[config.mk]
export PLATFORM = sky130hd
export DESIGN_NAME = pmic_i2c_register_access
export DESIGN_NICKNAME = d
export VERILOG_FILES = /design/src/include/pmic_i2c_pkg.sv /design/src/core/pin_sync.sv /design/src/core/stream_fifo.sv /design/src/core/pmic_i2c_register_access.sv
export SDC_FILE = /design/constraint.sdc
export NUM_CORES = 1
export LEC_CHECK = 0
export ABC_AREA = 0
export BUFFER_PORTS_ARGS = -buffer_cell sky130_fd_sc_hd__buf_2
export CAP_MARGIN = 20
export CORE_ASPECT_RATIO = 0.5
export CORE_UTILIZATION = 60
export DETAILED_ROUTE_END_ITERATION = 16
export PLACE_DENSITY = 0.74
export RECOVER_POWER = 25
export SYNTH_ARGS = -nofsm -noshare
export SYNTH_HDL_FRONTEND = slang
export SYNTH_SLANG_ARGS = --single-unit
[constraint.sdc]
create_clock -name clk_i -period 7.7 [get_ports clk_i]
set_clock_uncertainty 0.15 [all_clocks]
set_input_delay 0.77 -clock clk_i [delete_from_list [all_inputs] [get_ports clk_i]]
set_output_delay 0.77 -clock clk_i [all_outputs]
set_load 0.05 [all_outputs]
[src/include/pmic_i2c_pkg.sv]
// Constants, carriers and state types of the two-wire register access target.
// Assumes one 10 MHz system clock; the serial pins arrive from outside its domain.
package pmic_i2c_pkg;

  localparam logic [7:0] WR_ADDR_BYTE  = 8'h50;
  localparam logic [7:0] RD_ADDR_BYTE  = 8'h51;
  localparam logic [7:0] REG_LAST      = 8'h12;
  localparam logic [7:0] REG_HOLD_ADDR = 8'h00;
  localparam logic [7:0] PTR_RESET     = 8'h00;
  localparam logic [7:0] PTR_STEP      = 8'h01;
  localparam logic [3:0] BITS_PER_BYTE = 4'h8;
  localparam logic [3:0] LAST_OUT_BIT  = 4'h7;
  localparam logic [3:0] BIT_STEP      = 4'h1;
  localparam int         BYTE_MSB      = 7;
  localparam int         RW_BIT        = 0;

  localparam int CLK_FREQ_KHZ       = 10000;
  localparam int SCL_MAX_KHZ        = 400;
  localparam int SCL_MIN_PERIOD_CYC = (CLK_FREQ_KHZ + SCL_MAX_KHZ - 1) / SCL_MAX_KHZ;

  localparam int FIFO_DEPTH = 16;
  localparam int FIFO_WIDTH = 16;

  typedef struct packed {
    logic [7:0] addr;
    logic [7:0] data;
  } reg_wr_s;

  typedef struct packed {
    logic scl;
    logic sda;
  } pins_s;

  localparam pins_s PINS_IDLE = 2'h3;

  typedef enum logic [3:0] {
    ST_IDLE, ST_ADDR, ST_ADDR_ACK, ST_REG, ST_REG_ACK, ST_WDATA,
    ST_WHOLD, ST_WDATA_ACK, ST_RLOAD, ST_RDATA, ST_RACK, ST_SKIP
  } tgt_state_e;

  typedef struct packed {
    tgt_state_e st;
    logic [3:0] bit_cnt;
    logic [7:0] shift;
    logic       rd_mode;
    logic       ignore;
    logic       mack;
    logic [7:0] ptr;
    logic       sda_oe_n;
    logic       scl_oe_n;
    logic       pin_lo;
    logic       wr_valid;
    reg_wr_s    wr;
  } tgt_s;

  localparam tgt_s TGT_RESET = '{
    st: ST_IDLE, bit_cnt: 4'h0, shift: 8'h00, rd_mode: 1'b0, ignore: 1'b0,
    mack: 1'b0, ptr: PTR_RESET, sda_oe_n: 1'b1, scl_oe_n: 1'b1, pin_lo: 1'b0,
    wr_valid: 1'b0, wr: 16'h0000
  };

endpackage

[src/core/pin_sync.sv]
// Two-flop synchroniser for the serial pins plus one stage for edge and steady-level detect.
// Assumes the pins idle high; reset loads that level so no false edge follows reset.
`timescale 1ns/1ps
module pin_sync
  import pmic_i2c_pkg::*;
(
  input  wire logic  clk_i,      // System clock
  input  wire logic  sys_rst_i,  // Asynchronous reset, active high
  input  wire pins_s pins_i,     // Raw pin levels
  output pins_s      lvl_o,      // Synchronised levels
  output pins_s      rise_o,     // One-cycle rising edge pulses
  output pins_s      fall_o,     // One-cycle falling edge pulses
  output pins_s      steady_o    // High for two samples running
);

  typedef struct packed {
    pins_s meta;
    pins_s sync;
    pins_s prev;
  } sync_s;

  sync_s q_r;
  sync_s q_nxt;

  // Only the second stage reads the first one
  always_comb begin
    q_nxt      = q_r;
    q_nxt.meta = pins_i;
    q_nxt.sync = q_r.meta;
    q_nxt.prev = q_r.sync;
  end

  always_ff @(posedge clk_i or posedge sys_rst_i) begin
    if (sys_rst_i) begin
      q_r <= '{meta: PINS_IDLE, sync: PINS_IDLE, prev: PINS_IDLE};
    end else begin
      q_r <= q_nxt;
    end
  end

  // At 400 kHz an SCL period spans 25 samples, so three-cycle latency is harmless
  assign lvl_o    = q_r.sync;
  assign rise_o   = q_r.sync & ~q_r.prev;
  assign fall_o   = ~q_r.sync & q_r.prev;
  assign steady_o = q_r.sync & q_r.prev;

endmodule

[src/core/stream_fifo.sv]
// Synchronous FIFO with valid/ready on both sides.
// Assumes a single clock; width and depth come from the instantiating module.
`timescale 1ns/1ps
module stream_fifo
  import pmic_i2c_pkg::*;
#(
  parameter int WIDTH = FIFO_WIDTH,
  parameter int DEPTH = FIFO_DEPTH
) (
  input  wire logic             clk_i,        // System clock
  input  wire logic             sys_rst_i,    // Asynchronous reset, active high
  input  wire logic             in_valid_i,   // Write side offers a word
  output logic                  in_ready_o,   // Room for a word
  input  wire logic [WIDTH-1:0] in_data_i,    // Word to store
  output logic                  out_valid_o,  // A word is available
  input  wire logic             out_ready_i,  // Read side takes the word
  output logic      [WIDTH-1:0] out_data_o    // Oldest word
);

  localparam int AW = $clog2(DEPTH);
  localparam int CW = $clog2(DEPTH + 1);

  typedef struct packed {
    logic [AW-1:0] wptr;
    logic [AW-1:0] rptr;
    logic [CW-1:0] count;
  } fifo_s;

  fifo_s            q_r;
  fifo_s            q_nxt;
  logic [WIDTH-1:0] mem [DEPTH];
  logic             push;
  logic             pop;

  assign in_ready_o  = (q_r.count != CW'(DEPTH));
  assign out_valid_o = (q_r.count != '0);
  assign out_data_o  = mem[q_r.rptr];
  assign push        = in_valid_i && in_ready_o;
  assign pop         = out_ready_i && out_valid_o;

  always_comb begin
    q_nxt = q_r;
    if (push) begin
      q_nxt.wptr = (q_r.wptr == AW'(DEPTH - 1)) ? '0 : q_r.wptr + 1'b1;
    end
    if (pop) begin
      q_nxt.rptr = (q_r.rptr == AW'(DEPTH - 1)) ? '0 : q_r.rptr + 1'b1;
    end
    if (push && !pop) begin
      q_nxt.count = q_r.count + 1'b1;
    end else if (pop && !push) begin
      q_nxt.count = q_r.count - 1'b1;
    end
  end

  always_ff @(posedge clk_i or posedge sys_rst_i) begin
    if (sys_rst_i) begin
      q_r <= '0;
    end else begin
      q_r <= q_nxt;
    end
  end

  // Storage needs no reset; a word is only read after it was written
  always_ff @(posedge clk_i) begin
    if (push) begin
      mem[q_r.wptr] <= in_data_i;
    end
  end

endmodule

[src/core/pmic_i2c_register_access.sv]
// Two-wire serial target giving a host access to the 8-bit register bank.
// Assumes the register bank reads combinationally from rd_addr_o and takes
// writes by valid/ready; the serial pins are open-drain with external pull-ups.
`timescale 1ns/1ps
// Function
// - Answer only address bytes 0x50 and 0x51
// - Work with serial clock up to 400kHz
// - First byte is address; low bit picks direction
// - Sample one data bit per clock rise
// - Data change while clock high is start/stop
// - Both lines released high when idle
// - Acknowledge register address only when valid
// - Acknowledge own address byte when it matches
// - Acknowledge every written data byte
// - Pointer steps after each written data byte or acknowledged read byte, holds at 0x00
// - Shift out addressed register, eight bits MSB first
// - Keep sending bytes until host not-acknowledges
// - Acknowledge holds data low through ninth clock
module pmic_i2c_register_access
  import pmic_i2c_pkg::*;
(
  input  wire logic       clk_i,       // System clock, 10 MHz
  input  wire logic       sys_rst_i,   // Asynchronous reset, active high
  input  wire logic       scl_i,       // Serial clock pin level
  output logic            scl_o,       // Serial clock drive level, always low
  output logic            scl_oe_n_o,  // Low while stretching the clock
  input  wire logic       sda_i,       // Serial data pin level
  output logic            sda_o,       // Serial data drive level, always low
  output logic            sda_oe_n_o,  // Low while pulling data low
  output logic            wr_valid_o,  // Register write offered
  input  wire logic       wr_ready_i,  // Register bank takes the write
  output reg_wr_s         wr_o,        // Register write address and data
  output logic      [7:0] rd_addr_o,   // Register read address
  input  wire logic [7:0] rd_data_i    // Register read data, same cycle
);

  tgt_s    q;
  tgt_s    n;
  pins_s   lvl;
  pins_s   rise;
  pins_s   fall;
  pins_s   steady;
  logic    start_ev;
  logic    stop_ev;
  logic    scl_rise;
  logic    scl_fall;
  logic    addr_hit;
  logic    drained;
  logic    fifo_push;
  logic    fifo_pop;
  logic    fifo_in_ready;
  logic    fifo_out_valid;
  reg_wr_s fifo_out;
  logic    [7:0] ptr_step;

  pin_sync u_sync (
    .clk_i     (clk_i),
    .sys_rst_i (sys_rst_i),
    .pins_i    ('{scl: scl_i, sda: sda_i}),
    .lvl_o     (lvl),
    .rise_o    (rise),
    .fall_o    (fall),
    .steady_o  (steady)
  );

  // Writes queue here so a slow register bank stretches the clock instead of losing data
  stream_fifo #(
    .WIDTH (FIFO_WIDTH),
    .DEPTH (FIFO_DEPTH)
  ) u_fifo (
    .clk_i       (clk_i),
    .sys_rst_i   (sys_rst_i),
    .in_valid_i  (fifo_push),
    .in_ready_o  (fifo_in_ready),
    .in_data_i   ({q.ptr, q.shift}),
    .out_valid_o (fifo_out_valid),
    .out_ready_i (fifo_pop),
    .out_data_o  (fifo_out)
  );

  assign start_ev = fall.sda && steady.scl;
  assign stop_ev  = rise.sda && steady.scl;
  assign scl_rise = rise.scl;
  assign scl_fall = fall.scl;
  assign addr_hit = (q.shift == WR_ADDR_BYTE) || (q.shift == RD_ADDR_BYTE);
  assign ptr_step = (q.ptr == REG_HOLD_ADDR) ? q.ptr : q.ptr + PTR_STEP;
  assign drained  = !fifo_out_valid && !q.wr_valid;
  assign fifo_pop = fifo_out_valid && (!q.wr_valid || wr_ready_i);

  always_comb begin
    n         = q;
    fifo_push = 1'b0;
    if (wr_ready_i) begin
      n.wr_valid = 1'b0;
    end
    if (fifo_pop) begin
      n.wr_valid = 1'b1;
      n.wr       = fifo_out;
    end
    if (stop_ev) begin
      n.st       = ST_IDLE;
      n.sda_oe_n = 1'b1;
      n.scl_oe_n = 1'b1;
      n.ignore   = 1'b0;
    end else if (start_ev) begin
      // Repeated start keeps the pointer for the read that follows
      n.st       = ST_ADDR;
      n.bit_cnt  = 4'h0;
      n.sda_oe_n = 1'b1;
      n.scl_oe_n = 1'b1;
      n.ignore   = 1'b0;
    end else begin
      unique case (q.st)
        ST_IDLE, ST_SKIP: begin
          n.sda_oe_n = 1'b1;
        end
        ST_ADDR, ST_REG, ST_WDATA: begin
          if (scl_rise) begin
            n.shift   = {q.shift[BYTE_MSB-1:0], lvl.sda};
            n.bit_cnt = q.bit_cnt + BIT_STEP;
          end else if (scl_fall && q.bit_cnt == BITS_PER_BYTE) begin
            n.bit_cnt = 4'h0;
            if (q.st == ST_ADDR) begin
              if (addr_hit) begin
                n.rd_mode  = q.shift[RW_BIT];
                n.sda_oe_n = 1'b0;
                n.st       = ST_ADDR_ACK;
              end else begin
                n.st = ST_SKIP;
              end
            end else if (q.st == ST_REG) begin
              n.ptr      = q.shift;
              n.ignore   = (q.shift > REG_LAST);
              n.sda_oe_n = (q.shift > REG_LAST);
              n.st       = ST_REG_ACK;
            end else if (q.ignore) begin
              n.sda_oe_n = 1'b0;
              n.st       = ST_WDATA_ACK;
            end else if (fifo_in_ready) begin
              fifo_push  = 1'b1;
              n.sda_oe_n = 1'b0;
              n.st       = ST_WDATA_ACK;
            end else begin
              n.scl_oe_n = 1'b0;
              n.st       = ST_WHOLD;
            end
          end
        end
        ST_WHOLD: begin
          // Acknowledge is set up a cycle before the clock is let go
          if (!q.sda_oe_n) begin
            n.scl_oe_n = 1'b1;
            n.st       = ST_WDATA_ACK;
          end else if (fifo_in_ready) begin
            fifo_push  = 1'b1;
            n.sda_oe_n = 1'b0;
          end
        end
        ST_ADDR_ACK, ST_REG_ACK, ST_WDATA_ACK: begin
          if (scl_fall) begin
            n.sda_oe_n = 1'b1;
            if (q.st == ST_ADDR_ACK && q.rd_mode) begin
              n.scl_oe_n = 1'b0;
              n.st       = ST_RLOAD;
            end else if (q.st == ST_ADDR_ACK) begin
              n.st = ST_REG;
            end else begin
              n.st = ST_WDATA;
              if (q.st == ST_WDATA_ACK) begin
                n.ptr = ptr_step;
              end
            end
          end
        end
        ST_RLOAD: begin
          // Pending writes drain first so a read never returns stale contents
          if (drained) begin
            n.shift    = rd_data_i;
            n.sda_oe_n = rd_data_i[BYTE_MSB];
            n.scl_oe_n = 1'b1;
            n.bit_cnt  = 4'h0;
            n.st       = ST_RDATA;
          end
        end
        ST_RDATA: begin
          if (scl_fall) begin
            if (q.bit_cnt == LAST_OUT_BIT) begin
              n.sda_oe_n = 1'b1;
              n.bit_cnt  = 4'h0;
              n.st       = ST_RACK;
            end else begin
              n.shift    = q.shift << 1;
              n.sda_oe_n = q.shift[BYTE_MSB-1];
              n.bit_cnt  = q.bit_cnt + BIT_STEP;
            end
          end
        end
        ST_RACK: begin
          if (scl_rise) begin
            n.mack = !lvl.sda;
          end else if (scl_fall) begin
            if (q.mack) begin
              n.ptr      = ptr_step;
              n.scl_oe_n = 1'b0;
              n.st       = ST_RLOAD;
            end else begin
              n.st = ST_SKIP;
            end
          end
        end
        default: begin
          n = TGT_RESET;
        end
      endcase
    end
  end

  always_ff @(posedge clk_i or posedge sys_rst_i) begin
    if (sys_rst_i) begin
      q <= TGT_RESET;
    end else begin
      q <= n;
    end
  end

  assign scl_o      = q.pin_lo;
  assign sda_o      = q.pin_lo;
  assign scl_oe_n_o = q.scl_oe_n;
  assign sda_oe_n_o = q.sda_oe_n;
  assign wr_valid_o = q.wr_valid;
  assign wr_o       = q.wr;
  assign rd_addr_o  = q.ptr;
endmodule

Yosys cells after proc, flatten, opt, wreduce, memory -nomap -nowiden
Memory sizes are Yosys's and may differ from the RTL's.
Cells that the tools add are included.

operators by class
  add/sub/neg operators = 6
  magnitude comparators = 1
  equality and inequality tests = 62
  muxes and demuxes = 93
  bitwise operators = 11
  reduce and logical (&&, ||, !) cells = 39

operator list
  cell                                                 count
  2-to-1 mux 8 bit                                     13
  2-to-1 mux 17 bit                                    4
  != test 4 bit, second input constant                 17
  2-to-1 mux 4 bit                                     16
  case mux 12 bit (4 select lines)                     1
  2-to-1 mux 1 bit                                     38
  != test 2 bit, second input constant                 18
  2-to-1 mux 16 bit                                    2
  case mux 8 bit (4 select lines)                      1
  2-to-1 mux 10 bit                                    3
  equality test 4 bit, second input constant           7
  case mux 4 bit (7 select lines)                      1
  AND reduction 14 bit                                 2
  equality test 4 x 3 -> 1 bit, second input constant  5
  equality test 8 x 7 -> 1 bit, second input constant  2
  AND reduction 7 bit                                  2
  adder 4 x 1 -> 4 bit, second input constant          3
  2-to-1 mux 2 bit                                     6
  != test 3 bit, second input constant                 4
  case mux 1 bit (6 select lines)                      2
  OR reduction 12 bit                                  1
  OR reduction 11 bit                                  1
  logical AND 1 bit                                    10
  2-to-1 mux 5 bit                                     2
  other kinds (31)                                     51

storage, ports and cells
  register bits = 65
  memory bits (writable) = 256
  output and inout port bits = 29
  word-level logic and storage cells = 234
  memories = 1

memories
  memory      words  width  rd ports  clocked after memory_dff  write ports  RTL line           RTL
  u_fifo.mem  16     16     1         0                         1            stream_fifo.sv:31  logic [WIDTH-1:0] mem [DEPTH];

Depth between registers and ports, before layout
  word-level depth = 15
  mapped depth = 14

By module
From an unflattened synthesis, not the netlist that was laid out.

second synthesis, totals
  cells, all modules = 971
  area, all modules = 14279.9 sq um

modules (own cells, without submodules)
  module                    instances  cells each  area an instance (sq um)
  stream_fifo               1          567         10760.3
  pmic_i2c_register_access  1          389         3293.2
  pin_sync                  1          15          226.5

Worst setup path after synthesis
No wires, ideal clock.

  path type = register to register
  start point = reg q[46] in the netlist's numbering
  end point = mem u_fifo.mem[1][0] in the netlist's numbering (enable)
  library setup time = 409 ps
  arrival time = 2914 ps
  required time = 7141 ps
  path slack = 4227 ps
  stages on the path, launching flop included = 8
  clock period less this slack = 3473 ps
  cells stage by stage = dfrtp_1 > buf_2 > and4bb_2 > nand4_1 > a2111oi_1 > buf_2 > nand2_1 > nor3_1

on the way
  word-level cells in the longest chain between the ends = 11
  elaborated cells on any way between the ends = 15

RTL lines
  what                                      RTL line                                                          RTL
  from (decl)                               pmic_i2c_register_access.sv:37                                    tgt_s q;
  from (signal assigned)                    pmic_i2c_register_access.sv:222                                   q <= n;
  equality test 4 x 2 -> 1 bit              pmic_i2c_register_access.sv:113, pmic_i2c_register_access.sv:131
  2-to-1 mux 1 bit                          pmic_i2c_register_access.sv:131                                   end else if (q.st == ST_REG) begin
  2-to-1 mux 1 bit                          pmic_i2c_register_access.sv:123                                   if (q.st == ST_ADDR) begin
  2-to-1 mux 1 bit                          pmic_i2c_register_access.sv:121                                   end else if (scl_fall && q.bit_cnt == BITS_PER_BYTE) begin
  2-to-1 mux 1 bit                          pmic_i2c_register_access.sv:118                                   if (scl_rise) begin
  case mux 1 bit (2 select lines) *         pmic_i2c_register_access.sv:113                                   unique case (q.st)
  2-to-1 mux 1 bit *                        pmic_i2c_register_access.sv:105                                   end else if (start_ev) begin
  2-to-1 mux 1 bit *                        pmic_i2c_register_access.sv:100                                   if (stop_ev) begin
  logical AND 1 bit *                       stream_fifo.sv:38                                                 assign push = in_valid_i && in_ready_o;
  net u_fifo.push                           stream_fifo.sv:32                                                 logic push;
  2-to-1 mux 1 bit *                        stream_fifo.sv:66                                                 if (push) begin
  2-to-1 mux 1 bit (implied by the code) *  stream_fifo.sv:67                                                 mem[q_r.wptr] <= in_data_i;
  to (decl)                                 stream_fifo.sv:31

Mark *: on every way through the listed nets, which the timed path passes. The rest lies on a longest branch.

==> results.md <==
* Status: complete, but fails checks
* Failing checks: capacitance limit, slew limit
* CP max stage cell: clkbuf_1
* Nets@finish at 869
* Vias per cell at 6.77
* R2R Path End: u_fifo.q_r[4]
* Remaining DRCs at 0
* Most frequent cells in the layout: edfxtp_1 (256), mux4_2 (80), dfrtp_1 (55)
* Post-detailed-routing wire length at 32300 um
* Pleak at 0.00535 uW
* Die area at 0.0238 mm^2
* CTS resizes at 0
* Hold depth at 1
* Initial core utilization at 0.626
* Clock transition at path regs at 0.07 ns
* Row count at 38
* Worst vdd ir at 217 uV
* Path depth of the worst reg2reg path at 11
* Vias in the first global route at 7604
* Setup CP Type: in2async
* Final Setup Violations at 0
* Die height at 110 um
* CORE AREA at 0.0222 mm^2
* Seq pwr share at 0.427
* Setup bufs post-CTS at 0
* Synthesized area at 0.0139 mm^2
* Sw frac at 0.351
* Num CTS Buffers at 27
* Die Span X at 217 um
* Unrepaired setup endpoints after global routing: no
* Internal power at 3780 uW
* Routed Antenna Nets at 0
* Final count of pins violating max slew at 66
* Port bufs at 39
* FILL cells at 1397
* Max Clk Rate at 202 MHz
* CTS Buffer Depth at 3
* PwrDens at 382 mW/mm^2
* Register area at 0.00933 mm^2
* Max-cap check violation count at 1
* CP Data Arrival Time at 3.87 ns
* DRT iter0 DRCs at 859
* Largest net degree at the start of global routing at 69
* Util after Layout at 0.686
* Global-route wire length before repair at 47900 um
* Hold_sp: sda_i
* Yosys warnings at 0
* Buffers and inverters on the worst path at 3
* Hold EP: u_sync.q_nxt[2]
* Yosys cell types at 80
* Share of cells above drive strength 1 at 0.263
* CP Cell Sequence: buf_2, clkinvlp_2, clkbuf_1
* GRT Util Overall at 0.282
* Post-Syn Area per Cell at 17.0 um^2
* Seq/Total Area, Yosys at 0.670
* Root buffer cell: clkbuf_16
* Register bit total from synthesis at 321
* Logic pwr share at 0.323
* CTS tree: built
* Area of the multi-input gates at 0.00415 mm^2
* H-tree levels at 1
* Hold crit path type: in2reg
* Clk_lat worst skew at 0.56 ns
* Worst-Margin Slew at 4.20 ns
* 1st-pass router iterations at 5
* Clk sinks at 321
* R2r setup slk at 3.77 ns
* Most common cell after layout, fill and taps aside: edfxtp_1
* N_diodes at 0
* Post-DP HPWL at 19400 um
* I/O Pins at 42
* CP delay by family, top: buffers and inverters
* # hold bufs at CTS at 0
* Tmin final at 4.95 ns
* Worst path max stage delay at 2.94 ns
* Via count at 7867
* Async SR Flop Fraction at 0.202
* Synth-to-Final Area Change at 9.48%
* CP required at 6.62 ns
* Max Fanout on Critical Path at 65
* CP Launch Type: primary input
* Worst r2r src: q[45]
* Post-synthesis cell count at 820
* GRT overflow at 0
* Initial antenna violation count at 1
* P_sw at 2040 uW
* Number of synthesized flops with an enable pin at 256
* Endpoints failing hold at 0
* Slew HR at -1.80
* Routability Congestion at 0.927
* Fin crit share at 0.642
* Fin Setup TNS at 0 ns
* Primary FF master, synth: edfxtp_1
* Clock power frac at 0.250
* Mean routed wirelength per cell at 27.8 um
* Setup crit end kind: asynchronous set/reset pin
-- worst max path at each step --
stage,from,endpoint,slack (ns),depth (start not counted)
5_1_grt,sys_rst_i,u_fifo.q_r[5],1.97,3
3_3_place_gp,q[45],u_fifo.q_r[4],3.82,11
2_1_floorplan,q[46],u_fifo.mem[1][0],4.23,7
3_5_place_dp,q[45],u_fifo.q_r[4],3.79,11
6_report,sys_rst_i,u_fifo.q_r[5],2.75,3
4_1_cts,q[45],u_fifo.q_r[4],3.80,11
-- layout make-up --
type / instances / area share
Clock buffer: 38 / 0.0504
Timing Repair Buffer: 57 / 0.0212
Inverter: 27 / 0.00674
Multi-Input combinational cell: 407 / 0.273
Clock inverter: 12 / 0.0115
Tap cell: 300 / 0.0247
Sequential cell: 321 / 0.613
-- cell families (layout without fill, tap and decap cells) --
group / count (synthesis) / after routing / synth area share
flip-flops: 321 / 321 / 0.670
AND/OR/NAND/NOR: 151 / 151 / 0.0580
AO/OA/AOI/OAI: 133 / 133 / 0.0742
multiplexers: 98 / 98 / 0.144
buffers and inverters: 93 / 134 / 0.0344
adder cells (fa/ha/maj): 15 / 15 / 0.0140
XOR/XNOR: 8 / 8 / 0.00504
other: 1 / 2 / 0.000270
-- worst reg2reg max path, stage by stage, from the launching register on --
cell and delay (ns):
dfrtp_1 0.91, and4bb_2 0.41, nand4_1 0.12, a2111oi_2 0.58
ha_1 0.34, inv_1 0.13, ha_1 0.32, nor2b_1 0.14
o21a_1 0.17, or3_1 0.30, a21oi_1 0.17, xnor2_1 0.13
-- layer usage --
metal  wire length [um]  global-route usage
met5                  0                   0
met4                560              0.0649
met3               3440              0.0705
met2              14600               0.429
met1              13700               0.418
-- flip-flops by register name, summed over array words and instances (netlist names), 2 cells and up --
signal	count
u_fifo.mem	256
q	19
wr_o	16
u_fifo.q_r	13
rd_addr_o	8
u_sync.lvl_o	2
u_sync.q_nxt	2
u_sync.q_r	2
-- per-stage QoR --
| step | std cells | hold slack, ns | instance area [um^2] | setup WS [ns] | power (uW) |
|---|---|---|---|---|---|
| after CTS | 1162 | 0.146 | 15200 | 3.80 | 5840 |
| after floorplan | 821 | 0.195 | 13900 | 4.23 | 3920 |
| final | 1162 | 0.167 | 15200 | 2.75 | 5820 |
| after global placement | 1112 | 0.196 | 14300 | 3.82 | 4360 |
| after global routing | 1162 | 0.142 | 15200 | 1.97 | 6060 |
| after detailed placement | 1112 | 0.197 | 14300 | 3.79 | 4380 |
-- Yosys cell counts, types with 3 or more instances --
master       n  area (um^2)
a2111oi_0    4         35.0
a21o_1       5         37.5
a21oi_1     15         75.1
a22o_1      25          219
a22oi_1      5         37.5
a311oi_1     4         35.0
a31oi_1      5         31.3
a32oi_1      5         43.8
and2_1       5         31.3
and4bb_2     3         37.5
buf_1        5         18.8
buf_2       10         50.1
buf_4       27          203
clkbuf_1    22         82.6
dfrtp_1     57         1430
dfstp_2      8          210
edfxtp_1   256         7690
ha_1        14          175
inv_1       25         93.8
mux2_2      12          135
mux2i_1      6         60.1
mux4_2      80         1800
nand2_1     40          150
nand2b_1     8         50.1
nand3_1      9         45.0
nand3b_1     3         22.5
nand4_1      4         25.0
nor2_1      31          116
nor2b_1      6         37.5
nor3_1      11         55.1
nor4_1       6         37.5
o2111ai_1    4         35.0
o211ai_1     3         22.5
o21ai_0     17         85.1
o22ai_1      7         43.8
or2_2        4         25.0
or3_1        4         25.0
xnor2_1      7         61.3
-- power groups by stage --
stage,Clock (uW),Combinational (uW),Sequential (uW)
2_1_floorplan,0,1580,2350
3_3_place_gp,0,1860,2500
3_5_place_dp,0,1860,2520
4_1_cts,1470,1880,2480
5_1_grt,1540,2000,2510
6_report,1450,1880,2490
(Power assumes the default switching activity.)
